### src/hdl/timer_pkg.sv
// constants and register map for the dual timer/counter
package timer_pkg;

  // apb geometry: register index sits in paddr[9:2]
  localparam int ADDR_W = 12;
  localparam int IDX_W = 8;
  localparam int IDX_LSB = 2;
  localparam int IDX_MSB = 9;
  localparam logic [1:0] ADDR_TOP_ZERO = 2'h0;

  // register indices, byte address is four times the index
  localparam logic [IDX_W-1:0] IDX_TIMER_CONTROL_FLAGS = 8'h88;
  localparam logic [IDX_W-1:0] IDX_TIMER_MODE_CONFIG = 8'h89;
  localparam logic [IDX_W-1:0] IDX_TIMER0_COUNT_LOW = 8'h8a;
  localparam logic [IDX_W-1:0] IDX_TIMER1_COUNT_LOW = 8'h8b;
  localparam logic [IDX_W-1:0] IDX_TIMER0_COUNT_HIGH = 8'h8c;
  localparam logic [IDX_W-1:0] IDX_TIMER1_COUNT_HIGH = 8'h8d;
  localparam logic [IDX_W-1:0] IDX_PORT3_MODE_AND_TIMER_OUTPUT = 8'h96;
  localparam logic [IDX_W-1:0] IDX_TIMER_AUX_CONTROL = 8'h97;

  // reset values
  localparam logic [7:0] RESET_BYTE = 8'h00;

  // control/flags bit positions
  localparam int CTL_TIMER1_OVERFLOW_FLAG = 7;
  localparam int CTL_TIMER1_RUN = 6;
  localparam int CTL_TIMER0_OVERFLOW_FLAG = 5;
  localparam int CTL_TIMER0_RUN = 4;

  // mode config bit positions
  localparam int CFG_GATE1 = 7;
  localparam int CFG_CT1 = 6;
  localparam int CFG_MODE1_HI = 5;
  localparam int CFG_MODE1_LO = 4;
  localparam int CFG_GATE0 = 3;
  localparam int CFG_CT0 = 2;
  localparam int CFG_MODE0_HI = 1;
  localparam int CFG_MODE0_LO = 0;

  // port3 mode bits that steer the toggle outputs
  localparam int P3_TIMER1_TOGGLE_OUT_ENABLE = 3;
  localparam int P3_TIMER0_TOGGLE_OUT_ENABLE = 2;

  // aux control bit positions
  localparam int AUX_TIMER0_IRQ_ENABLE = 0;
  localparam int AUX_TIMER1_IRQ_ENABLE = 1;
  localparam int AUX_CLOCK_DIV4 = 2;
  localparam int AUX_USED_BITS = 3;

  // mode field encodings
  localparam logic [1:0] MODE_13BIT = 2'h0;
  localparam logic [1:0] MODE_16BIT = 2'h1;
  localparam logic [1:0] MODE_8BIT_RELOAD = 2'h2;
  localparam logic [1:0] MODE_SPLIT = 2'h3;

  // mode 0 prescale geometry
  localparam int MODE0_LOW_BITS = 5;
  localparam logic [4:0] MODE0_LOW_FULL = 5'h1f;
  localparam logic [7:0] BYTE_FULL = 8'hff;
  localparam logic [15:0] WORD_ONE = 16'h0001;
  localparam logic [7:0] BYTE_ONE = 8'h01;

  // internal clock prescale
  localparam logic [3:0] PRESCALE_DIV12 = 4'hc;
  localparam logic [3:0] PRESCALE_DIV4 = 4'h4;
  localparam logic [3:0] PRESCALE_ONE = 4'h1;

endpackage : timer_pkg

### src/hdl/dual_timer_counter.sv
// dual timer/counter with apb register access
//
// The APB slave port is this design's own decision.
`timescale 1ns/1ps
`default_nettype none
module dual_timer_counter
  import timer_pkg::*;
(
  // clock and reset
  input wire logic pclk,
  input wire logic presetn,
  // apb slave
  input wire logic psel,
  input wire logic penable,
  input wire logic pwrite,
  input wire logic [ADDR_W-1:0] paddr,
  input wire logic [31:0] pwdata,
  input wire logic [3:0] pstrb,
  output logic [31:0] prdata,
  output logic pready,
  output logic pslverr,
  // external pins
  input wire logic timer0_count_pin,
  input wire logic timer1_count_pin,
  input wire logic ext_interrupt_pin_a,
  input wire logic ext_interrupt_pin_b,
  // toggle outputs
  output logic timer0_toggle_out,
  output logic timer0_toggle_out_oe,
  output logic timer1_toggle_out,
  output logic timer1_toggle_out_oe,
  // serial port baud source
  output logic baud_tick,
  // processor interrupt side
  output logic timer0_irq,
  output logic timer1_irq,
  input wire logic timer0_isr_ack,
  input wire logic timer1_isr_ack
);

  // register state
  logic timer0_run;
  logic timer1_run;
  logic timer0_overflow_flag;
  logic timer1_overflow_flag;
  logic [3:0] ctl_low_bits;
  logic [7:0] timer_mode_config;
  logic [7:0] timer0_low_byte;
  logic [7:0] timer0_high_byte;
  logic [7:0] timer1_low_byte;
  logic [7:0] timer1_high_byte;
  logic [7:0] port3_mode;
  logic [AUX_USED_BITS-1:0] aux_control;

  // bus decode
  logic [IDX_W-1:0] idx;
  logic addr_ok;
  logic mapped;
  logic wr;
  logic [7:0] wbyte;
  logic [7:0] rbyte;

  // pins
  logic pin0_fall;
  logic pin1_fall;
  logic int_a_level;
  logic int_b_level;

  // prescaler
  logic [3:0] prescale_cnt;
  logic prescale_tick;

  // counting
  logic [1:0] mode0;
  logic [1:0] mode1;
  logic t0_tick;
  logic t1_tick;
  logic t0_enable;
  logic t1_enable;
  logic th0_split_enable;
  logic [16:0] t0_step;
  logic [16:0] t1_step;
  logic [8:0] th0_split_step;
  logic t0_ovf;
  logic t1_ovf;
  logic th0_ovf;
  logic next_flag0_set;
  logic next_flag1_set;

  // one step of a counter in a given mode: {overflow, high, low}
  function automatic logic [16:0] count_step(
    input logic [1:0] mode,
    input logic [7:0] lo,
    input logic [7:0] hi
  );
    logic [16:0] res;
    logic [15:0] word;
    res = {1'b0, hi, lo};
    word = {hi, lo} + WORD_ONE;
    case (mode)
      MODE_13BIT: begin
        // upper low-byte bits untouched; low five bits prescale
        res[MODE0_LOW_BITS-1:0] = lo[MODE0_LOW_BITS-1:0] + 5'h01;
        if (lo[MODE0_LOW_BITS-1:0] == MODE0_LOW_FULL) begin
          res[15:8] = hi + BYTE_ONE;
          res[16] = (hi == BYTE_FULL);
        end
      end
      MODE_16BIT: begin
        res[15:0] = word;
        res[16] = ({hi, lo} == 16'hffff);
      end
      MODE_8BIT_RELOAD: begin
        if (lo == BYTE_FULL) begin
          res[7:0] = hi;
          res[16] = 1'b1;
        end else begin
          res[7:0] = lo + BYTE_ONE;
        end
      end
      default: begin
        // split mode: low byte alone as an 8-bit counter
        res[7:0] = lo + BYTE_ONE;
        res[16] = (lo == BYTE_FULL);
      end
    endcase
    return res;
  endfunction

  // pin synchronisers
  pin_edge_sync u_sync_count0 (
    .pclk(pclk),
    .presetn(presetn),
    .pin(timer0_count_pin),
    .level(),
    .fall(pin0_fall)
  );

  pin_edge_sync u_sync_count1 (
    .pclk(pclk),
    .presetn(presetn),
    .pin(timer1_count_pin),
    .level(),
    .fall(pin1_fall)
  );

  pin_edge_sync u_sync_int_a (
    .pclk(pclk),
    .presetn(presetn),
    .pin(ext_interrupt_pin_a),
    .level(int_a_level),
    .fall()
  );

  pin_edge_sync u_sync_int_b (
    .pclk(pclk),
    .presetn(presetn),
    .pin(ext_interrupt_pin_b),
    .level(int_b_level),
    .fall()
  );

  // apb decode: zero wait states
  assign idx = paddr[IDX_MSB:IDX_LSB];
  assign addr_ok = (paddr[ADDR_W-1:IDX_MSB+1] == ADDR_TOP_ZERO);
  always_comb begin
    case (idx)
      IDX_TIMER_CONTROL_FLAGS,
      IDX_TIMER_MODE_CONFIG,
      IDX_TIMER0_COUNT_LOW,
      IDX_TIMER1_COUNT_LOW,
      IDX_TIMER0_COUNT_HIGH,
      IDX_TIMER1_COUNT_HIGH,
      IDX_PORT3_MODE_AND_TIMER_OUTPUT,
      IDX_TIMER_AUX_CONTROL: mapped = addr_ok;
      default: mapped = 1'b0;
    endcase
  end
  assign pready = 1'b1;
  assign pslverr = psel & penable & ~mapped;
  assign wr = psel & penable & pwrite & mapped & pstrb[0];
  assign wbyte = pwdata[7:0];

  always_comb begin
    case (idx)
      IDX_TIMER_CONTROL_FLAGS: rbyte = {timer1_overflow_flag, timer1_run,
                                        timer0_overflow_flag, timer0_run, ctl_low_bits};
      IDX_TIMER_MODE_CONFIG: rbyte = timer_mode_config;
      IDX_TIMER0_COUNT_LOW: rbyte = timer0_low_byte;
      IDX_TIMER1_COUNT_LOW: rbyte = timer1_low_byte;
      IDX_TIMER0_COUNT_HIGH: rbyte = timer0_high_byte;
      IDX_TIMER1_COUNT_HIGH: rbyte = timer1_high_byte;
      IDX_PORT3_MODE_AND_TIMER_OUTPUT: rbyte = port3_mode;
      IDX_TIMER_AUX_CONTROL: rbyte = {5'h00, aux_control};
      default: rbyte = RESET_BYTE;
    endcase
  end

  // read data captured in the setup cycle, stable through access
  always_ff @(posedge pclk or negedge presetn) begin
    if (!presetn) begin
      prdata <= 32'h0000_0000;
    end else if (psel && !penable && !pwrite) begin
      prdata <= mapped ? {24'h00_0000, rbyte} : 32'h0000_0000;
    end
  end

  // plain control registers
  always_ff @(posedge pclk or negedge presetn) begin
    if (!presetn) begin
      timer0_run <= 1'b0;
      timer1_run <= 1'b0;
      ctl_low_bits <= 4'h0;
      timer_mode_config <= RESET_BYTE;
      port3_mode <= RESET_BYTE;
      aux_control <= 3'h0;
    end else if (wr) begin
      if (idx == IDX_TIMER_CONTROL_FLAGS) begin
        timer0_run <= wbyte[CTL_TIMER0_RUN];
        timer1_run <= wbyte[CTL_TIMER1_RUN];
        ctl_low_bits <= wbyte[3:0];
      end
      if (idx == IDX_TIMER_MODE_CONFIG) begin
        timer_mode_config <= wbyte;
      end
      if (idx == IDX_PORT3_MODE_AND_TIMER_OUTPUT) begin
        port3_mode <= wbyte;
      end
      if (idx == IDX_TIMER_AUX_CONTROL) begin
        aux_control <= wbyte[AUX_USED_BITS-1:0];
      end
    end
  end

  // internal clock prescaler: clock/12 or clock/4
  always_ff @(posedge pclk or negedge presetn) begin
    if (!presetn) begin
      prescale_cnt <= PRESCALE_ONE;
    end else if (prescale_tick) begin
      prescale_cnt <= PRESCALE_ONE;
    end else begin
      prescale_cnt <= prescale_cnt + PRESCALE_ONE;
    end
  end
  assign prescale_tick = aux_control[AUX_CLOCK_DIV4] ? (prescale_cnt >= PRESCALE_DIV4)
                                                     : (prescale_cnt >= PRESCALE_DIV12);

  // mode fields
  assign mode0 = {timer_mode_config[CFG_MODE0_HI], timer_mode_config[CFG_MODE0_LO]};
  assign mode1 = {timer_mode_config[CFG_MODE1_HI], timer_mode_config[CFG_MODE1_LO]};

  // count sources
  assign t0_tick = timer_mode_config[CFG_CT0] ? pin0_fall : prescale_tick;
  assign t1_tick = timer_mode_config[CFG_CT1] ? pin1_fall : prescale_tick;

  // gating: run bit and optional interrupt-pin gate
  assign t0_enable = t0_tick & timer0_run
                     & (~timer_mode_config[CFG_GATE0] | int_a_level);
  // with timer 0 split, timer 1 loses its run bit and stops only in mode 3 or when gated off by pin b
  assign t1_enable = t1_tick & (mode1 != MODE_SPLIT)
                     & ((mode0 == MODE_SPLIT) | timer1_run)
                     & (~timer_mode_config[CFG_GATE1] | int_b_level);
  // split high byte: internal clock only, run by timer 1 run bit
  assign th0_split_enable = (mode0 == MODE_SPLIT) & prescale_tick & timer1_run;

  assign t0_step = count_step(mode0, timer0_low_byte, timer0_high_byte);
  assign t1_step = count_step(mode1, timer1_low_byte, timer1_high_byte);
  assign th0_split_step = {1'b0, timer0_high_byte} + {1'b0, BYTE_ONE};

  assign t0_ovf = t0_enable & t0_step[16];
  assign t1_ovf = t1_enable & t1_step[16];
  assign th0_ovf = th0_split_enable & th0_split_step[8];

  // timer 0 count bytes; a software write wins over a count
  always_ff @(posedge pclk or negedge presetn) begin
    if (!presetn) begin
      timer0_low_byte <= RESET_BYTE;
    end else if (wr && idx == IDX_TIMER0_COUNT_LOW) begin
      timer0_low_byte <= wbyte;
    end else if (t0_enable) begin
      timer0_low_byte <= t0_step[7:0];
    end
  end

  always_ff @(posedge pclk or negedge presetn) begin
    if (!presetn) begin
      timer0_high_byte <= RESET_BYTE;
    end else if (wr && idx == IDX_TIMER0_COUNT_HIGH) begin
      timer0_high_byte <= wbyte;
    end else if (mode0 == MODE_SPLIT) begin
      if (th0_split_enable) begin
        timer0_high_byte <= th0_split_step[7:0];
      end
    end else if (t0_enable) begin
      timer0_high_byte <= t0_step[15:8];
    end
  end

  // timer 1 count bytes
  always_ff @(posedge pclk or negedge presetn) begin
    if (!presetn) begin
      timer1_low_byte <= RESET_BYTE;
    end else if (wr && idx == IDX_TIMER1_COUNT_LOW) begin
      timer1_low_byte <= wbyte;
    end else if (t1_enable) begin
      timer1_low_byte <= t1_step[7:0];
    end
  end

  always_ff @(posedge pclk or negedge presetn) begin
    if (!presetn) begin
      timer1_high_byte <= RESET_BYTE;
    end else if (wr && idx == IDX_TIMER1_COUNT_HIGH) begin
      timer1_high_byte <= wbyte;
    end else if (t1_enable) begin
      timer1_high_byte <= t1_step[15:8];
    end
  end

  // overflow flags: hardware set beats software clear and service clear
  assign next_flag0_set = t0_ovf;
  assign next_flag1_set = (mode0 == MODE_SPLIT) ? th0_ovf : t1_ovf;

  always_ff @(posedge pclk or negedge presetn) begin
    if (!presetn) begin
      timer0_overflow_flag <= 1'b0;
    end else if (next_flag0_set) begin
      timer0_overflow_flag <= 1'b1;
    end else if (wr && idx == IDX_TIMER_CONTROL_FLAGS) begin
      timer0_overflow_flag <= wbyte[CTL_TIMER0_OVERFLOW_FLAG];
    end else if (timer0_isr_ack) begin
      timer0_overflow_flag <= 1'b0;
    end
  end

  always_ff @(posedge pclk or negedge presetn) begin
    if (!presetn) begin
      timer1_overflow_flag <= 1'b0;
    end else if (next_flag1_set) begin
      timer1_overflow_flag <= 1'b1;
    end else if (wr && idx == IDX_TIMER_CONTROL_FLAGS) begin
      timer1_overflow_flag <= wbyte[CTL_TIMER1_OVERFLOW_FLAG];
    end else if (timer1_isr_ack) begin
      timer1_overflow_flag <= 1'b0;
    end
  end

  // interrupt requests to the processor
  always_ff @(posedge pclk or negedge presetn) begin
    if (!presetn) begin
      timer0_irq <= 1'b0;
      timer1_irq <= 1'b0;
    end else begin
      timer0_irq <= (next_flag0_set | (timer0_overflow_flag & ~timer0_isr_ack))
                    & aux_control[AUX_TIMER0_IRQ_ENABLE];
      timer1_irq <= (next_flag1_set | (timer1_overflow_flag & ~timer1_isr_ack))
                    & aux_control[AUX_TIMER1_IRQ_ENABLE];
    end
  end

  // overflow-driven toggle outputs and baud tick
  always_ff @(posedge pclk or negedge presetn) begin
    if (!presetn) begin
      timer0_toggle_out <= 1'b0;
      timer1_toggle_out <= 1'b0;
      baud_tick <= 1'b0;
    end else begin
      if (t0_ovf && port3_mode[P3_TIMER0_TOGGLE_OUT_ENABLE]) begin
        timer0_toggle_out <= ~timer0_toggle_out;
      end
      if (t1_ovf && port3_mode[P3_TIMER1_TOGGLE_OUT_ENABLE]) begin
        timer1_toggle_out <= ~timer1_toggle_out;
      end
      baud_tick <= t1_ovf;
    end
  end

  assign timer0_toggle_out_oe = port3_mode[P3_TIMER0_TOGGLE_OUT_ENABLE];
  assign timer1_toggle_out_oe = port3_mode[P3_TIMER1_TOGGLE_OUT_ENABLE];

endmodule // dual_timer_counter
`default_nettype wire

### src/hdl/pin_edge_sync.sv
// two-flop pin synchroniser with falling-edge detector
`timescale 1ns/1ps
`default_nettype none
module pin_edge_sync (
  // clock and reset
  input wire logic pclk,
  input wire logic presetn,
  // pin side
  input wire logic pin,
  // synchronised side
  output logic level,
  output logic fall
);
  logic meta;
  logic sync;
  logic prev;

  always_ff @(posedge pclk or negedge presetn) begin
    if (!presetn) begin
      meta <= 1'b1;
      sync <= 1'b1;
      prev <= 1'b1;
    end else begin
      meta <= pin;
      sync <= meta;
      prev <= sync;
    end
  end

  assign level = sync;
  // compare successive synchronised samples
  assign fall = prev & ~sync;

endmodule // pin_edge_sync
`default_nettype wire

### config.mk
export PLATFORM = sky130hd
export DESIGN_NAME = dual_timer_counter
export DESIGN_NICKNAME = d
export VERILOG_FILES = /design/src/hdl/timer_pkg.sv /design/src/hdl/dual_timer_counter.sv /design/src/hdl/pin_edge_sync.sv
export SDC_FILE = /design/constraint.sdc
export NUM_CORES = 1
export LEC_CHECK = 0
export BUFFER_PORTS_ARGS = -buffer_cell sky130_fd_sc_hd__buf_4
export CORE_MARGIN = 2
export CORE_UTILIZATION = 54
export CTS_BUF_LIST = sky130_fd_sc_hd__clkbuf_2 sky130_fd_sc_hd__clkbuf_4 sky130_fd_sc_hd__clkbuf_8
export DETAILED_ROUTE_END_ITERATION = 6
export GPL_ROUTABILITY_DRIVEN = 1
export PLACE_DENSITY = 0.77
export SYNTH_ARGS = -nofsm -noshare
export SYNTH_HDL_FRONTEND = slang
export SYNTH_HIERARCHICAL = 1
export SYNTH_SLANG_ARGS = --single-unit
export TNS_END_PERCENT = 5
### constraint.sdc
create_clock -name pclk -period 3.3 [get_ports pclk]
set_input_delay 0 -clock pclk [delete_from_list [all_inputs] [get_ports pclk]]
set_output_delay 0 -clock pclk [all_outputs]
set_load 0.02 [all_outputs]
======== After elaboration in Yosys (flattened, before gate mapping) ========
Cells that the tools add are included.
word-level totals
  register bits ........................... 110
  input bits .............................. 59
cells by class
  magnitude comparators ................... 2
  bitwise operators ....................... 35
  equal/unequal tests ..................... 27
  reductions and logical operators ........ 31
  add/subtract/negate cells ............... 10
  muxes and demuxes ....................... 38
operators by type and width
  operator                                                         number
  8-bit two-way mux                                                13
  8-bit == test, second input constant                             12
  8-bit one-hot mux with 8 select lines                            1
  16-bit by 1-bit adder with 16-bit output, second input constant  2
  8-bit by 1-bit adder with 8-bit output, second input constant    4
  16-bit == test, second input constant                            2
  8-bit one-hot mux with 2 select lines                            2
  5-bit one-hot mux with 3 select lines                            2
  1-bit AND                                                        21
  9-bit two-way mux                                                2
  3-bit one-hot mux with 3 select lines                            2
  1-bit two-way mux                                                13
  2-bit AND reduction                                              6
  3-bit nonzero test                                               4
  5-bit by 1-bit adder with 5-bit output, second input constant    2
  5-bit == test, second input constant                             2
  8-bit by 1-bit adder with 9-bit output, second input constant    1
  1-bit logical AND                                                9
  1-bit inverter                                                   9
  8-bit OR reduction                                               1
  2-bit == test, second input constant                             3
  2-bit zero test                                                  3
  2-bit inequality test, second input constant                     3
  3-bit inequality test, second input constant                     2
  13 further kinds                                                 22

======== Depth between registers and ports, before layout ========
  depth after elaboration ................. 10
  depth in mapped cells ................... 9
  gate-level depth less buffers ........... 9

======== Cells and area by module ========
The synthesis kept the hierarchy.
modules (own cells, without submodules)
  module              area an instance (um^2)  cells an instance  instances
  dual_timer_counter  5347.6                   611                1
  pin_edge_sync       92.6                     4                  4

======== Least setup slack after synthesis ========
No wires, ideal clock.
  kind .................................... register -> register
  from .................................... reg timer1_low_byte[0]
  to ...................................... reg timer1_high_byte[7]
  period minus slack after synthesis ...... 2.385 ns
  setup slack ............................. 0.915 ns
  stages on the path, launching flop included .. 10
  setup time .............................. 0.082 ns
  required time ........................... 3.218 ns
  arrival time ............................ 2.303 ns
  cell sequence ........................... dfrtp_1 -> ha_1 -> and3_1 -> ha_1 -> mux2i_1 -> or4_1 -> or3_4 -> nor4_2 -> nor2_1 -> a22oi_2
between the ends
  word-level cells in the longest chain between the ends .. 4
  elaborated cells on any way between the ends .. 7
  those cells by class .................... add/sub (1); eq/ne (2); mux (3); reduce/logical (1)
ends and longest elaborated chain
  element                                   line                       text
  from (decl)                               dual_timer_counter.sv:50   logic [7:0] timer1_low_byte;
  from (signal assigned)                    dual_timer_counter.sv:304  timer1_low_byte <= wbyte;
  from (signal assigned)                    dual_timer_counter.sv:306  timer1_low_byte <= t1_step[7:0];
  16-bit by 1-bit adder with 16-bit output  dual_timer_counter.sv:99   word = {hi, lo} + WORD_ONE;
  8-bit one-hot mux with 2 select lines     dual_timer_counter.sv:100  case (mode)
  8-bit two-way mux                         dual_timer_counter.sv:315  end else if (t1_enable) begin
  8-bit two-way mux                         dual_timer_counter.sv:313  end else if (wr && idx == IDX_TIMER1_COUNT_HIGH) begin
  to (signal assigned)                      dual_timer_counter.sv:314  timer1_high_byte <= wbyte;
  to (signal assigned)                      dual_timer_counter.sv:316  timer1_high_byte <= t1_step[15:8];
  to (decl)                                 dual_timer_counter.sv:51   logic [7:0] timer1_high_byte;
Several ways; a longest one is shown, not always the timed one. The select of a mux whose other input is x is not followed.
A chain may end at the register's enable or synchronous reset.

======== Final worst setup path ========
  from .................................... reg timer1_low_byte[1]
  to ...................................... reg timer1_high_byte[7]
Same word-level chain as after synthesis.

==> results.ini <==
[cells_and_area]
drive_gt1_frac = 0.167
final_nets = 745
diodes = 0
fillCellCount = 866
synthToLayoutAreaGrowth_pct = 12.4

[route]
viasPerCell = 6.29
wirelength_um = 16300
firstDrtPassIters = 5
vias = 5101
detail-route-antenna-nets = 0
dr.first_iter.drc_count = 469
drt-wirelength-per-cell_um = 20.1
drc = 0

[sta]
worst_slack_ns = 0.606
tightestPinTransition_ns = 1.09
slew_headroom = 0.275
fin_crit_ns = 2.69
fmax_mhz = 371
hold_slack_ns = 0.0707
tns_ns = 0
rsz0062_at_grt = false
report.final.slew_viol_count = 0
final.setup_skew_ns = 0.0109
setup_viol = 0
fin_crit_sh = 0.816
hold_violations = 0

[synth]
netlist_area_mm2 = 0.00564
synth_cells = 623
syn_area_per_cell_um2 = 9.05
ys_warn_count = 6

[cts]
cts.sinks = 86
cts_tree = built
htreeDepth = 3
root_buffer = clkbuf_8
cts_resized = 0
clock_path_buffers = 2
cts-buffers-inserted = 9
clk_pin_slew_ns = 0.09
insertion_delay_ns = 0.38

[floorplanning]
io_pins = 100
fp.dieW_um = 106
rows = 37
die_h_um = 106
start_util = 0.551
core_area_mm2 = 0.0102
die_area_mm2 = 0.0113

[global_route]
grt_pass1_vias = 4890
grt_first_pass_wirelength_um = 25700
antenna_found_initial = 0
grt_util_all_layers = 0.299
grt-ovfl-total = 0
grt_max_degree = 87

[power_and_ir_drop]
seqPwrFrac = 0.507
power_density_mw_per_mm2 = 351
pwr-share-clk = 0.379
total_leakage_power_uw = 0.00276
switchingPower_uw = 581
ir_drop_mv = 0.267
pwr-share-comb = 0.113
power.total_uw = 2220
intPower_uw = 1640
power_switching_share = 0.261

[setup_path]
cp.arrival_ns = 3.00
critPathLaunchType = flop
worstSetupEndpointType = flop
criticalPathCategory = flop to flop
crit_required_ns = 3.60
path_max_fanout = 6

[placed_design]
io_buffers = 45
dp_hpwl_um = 11400
gp_congestion = 0.946
dpl_worst_slack_ns = 0.653

[min_path]
hold_path.class = input port to flop

[run_status]
status = complete, no violations

[flow_run]
max_cap_violations = 0

[cell type report]
class | count | area [um2] | area share
repair buffers | 63 | 510 | 0.0806
flip-flops and latches | 86 | 2170 | 0.342
clock inverters | 6 | 85.1 | 0.0134
well taps | 136 | 170 | 0.0269
inverters | 20 | 75.1 | 0.0118
multi-input cells | 490 | 3190 | 0.504
clock buffers | 10 | 138 | 0.0217
[power by group through the flow]
| stage | clock (uW) | sequential, uW | combinational (uW) |
|---|---|---|---|
| after global placement | 0 | 1140 | 228 |
| final | 843 | 1130 | 252 |
| after floorplan | 0 | 1140 | 167 |
| after global routing | 905 | 1130 | 274 |
| after detailed placement | 0 | 1150 | 234 |
| after CTS | 859 | 1130 | 250 |
[final timing paths]
kind	from	to	slack, ns	cells after the start
worst max-delay path	timer1_low_byte[1]$_DFFE_PN0P_	timer1_high_byte[7]$_DFFE_PN0P_	0.61	9
worst min-delay path	paddr[11]	timer1_high_byte[3]$_DFFE_PN0P_	0.07	4
max in group asynchronous	presetn	prdata[0]$_DFFE_PN0P_	2.24	2
worst min register to register	u_sync_count0/meta$_DFF_PN1_	u_sync_count0/level$_DFF_PN1_	0.36	0
worst max register to register	timer1_low_byte[1]$_DFFE_PN0P_	timer1_high_byte[7]$_DFFE_PN0P_	0.61	9
min in group asynchronous	presetn	timer1_high_byte[7]$_DFFE_PN0P_	0.36	2
[flip-flops by register name (all words and copies together), names as in the netlist, 3 cells and up]
| register | count |
|---|---|
| prescale_cnt | 4 |
| timer1_high_byte | 8 |
| prdata | 8 |
| port3_mode | 8 |
| ctl_low_bits | 4 |
| timer_mode_config | 8 |
| aux_control | 3 |
| timer1_low_byte | 8 |
| timer0_low_byte | 8 |
| timer0_high_byte | 8 |
[worst max-delay path: stages (launching register included)]
cell and delay, ns:
dfrtp_1 0.48, ha_1 0.26, and3_1 0.17, ha_1 0.27
mux2i_1 0.13, or4_1 0.44, or3_4 0.42, nor4_2 0.25
nor2_1 0.07, a22oi_2 0.14
[per-stage QoR]
step	area, um2	instances	utilization
6_report	6340	811	0.619
5_1_grt	6340	811	0.619
4_1_cts	6340	811	0.619
3_5_place_dp	5960	780	0.583
3_3_place_gp	5960	780	0.583
2_1_floorplan	5720	646	-
[cells in the final DEF, fill, tap and decap left out, types with 9 or more instances in the layout]
| cell type | count |
|---|---|
| mux2_2 | 28 |
| ha_1 | 16 |
| dfstp_2 | 11 |
| nand2_1 | 66 |
| mux2i_1 | 17 |
| conb_1 | 25 |
| inv_1 | 19 |
| o21ai_0 | 34 |
| nor3_1 | 10 |
| clkbuf_8 | 10 |
| nand2b_1 | 9 |
| dlygate4sd3_1 | 15 |
| dfrtp_1 | 75 |
| nand3_1 | 27 |
| nor2_1 | 45 |
| buf_4 | 48 |
| a21oi_1 | 27 |
| and3_1 | 11 |
| o21ai_1 | 11 |
| nand4_1 | 10 |
[per-layer routing]
layer  wire length (um)  global-route usage  vias up
li1                   -                   -     2342
met1               6650               0.398     2464
met2               7560               0.471      236
met3               1440              0.0570       59
met4                617               0.138        0
met5                  0                   0        -
[what timing repair did]
item                      CTS  global route
buffers inserted            0             0
hold buffers               15             0
hold endpoints to repair  121             0
(Power assumes the default switching activity.)
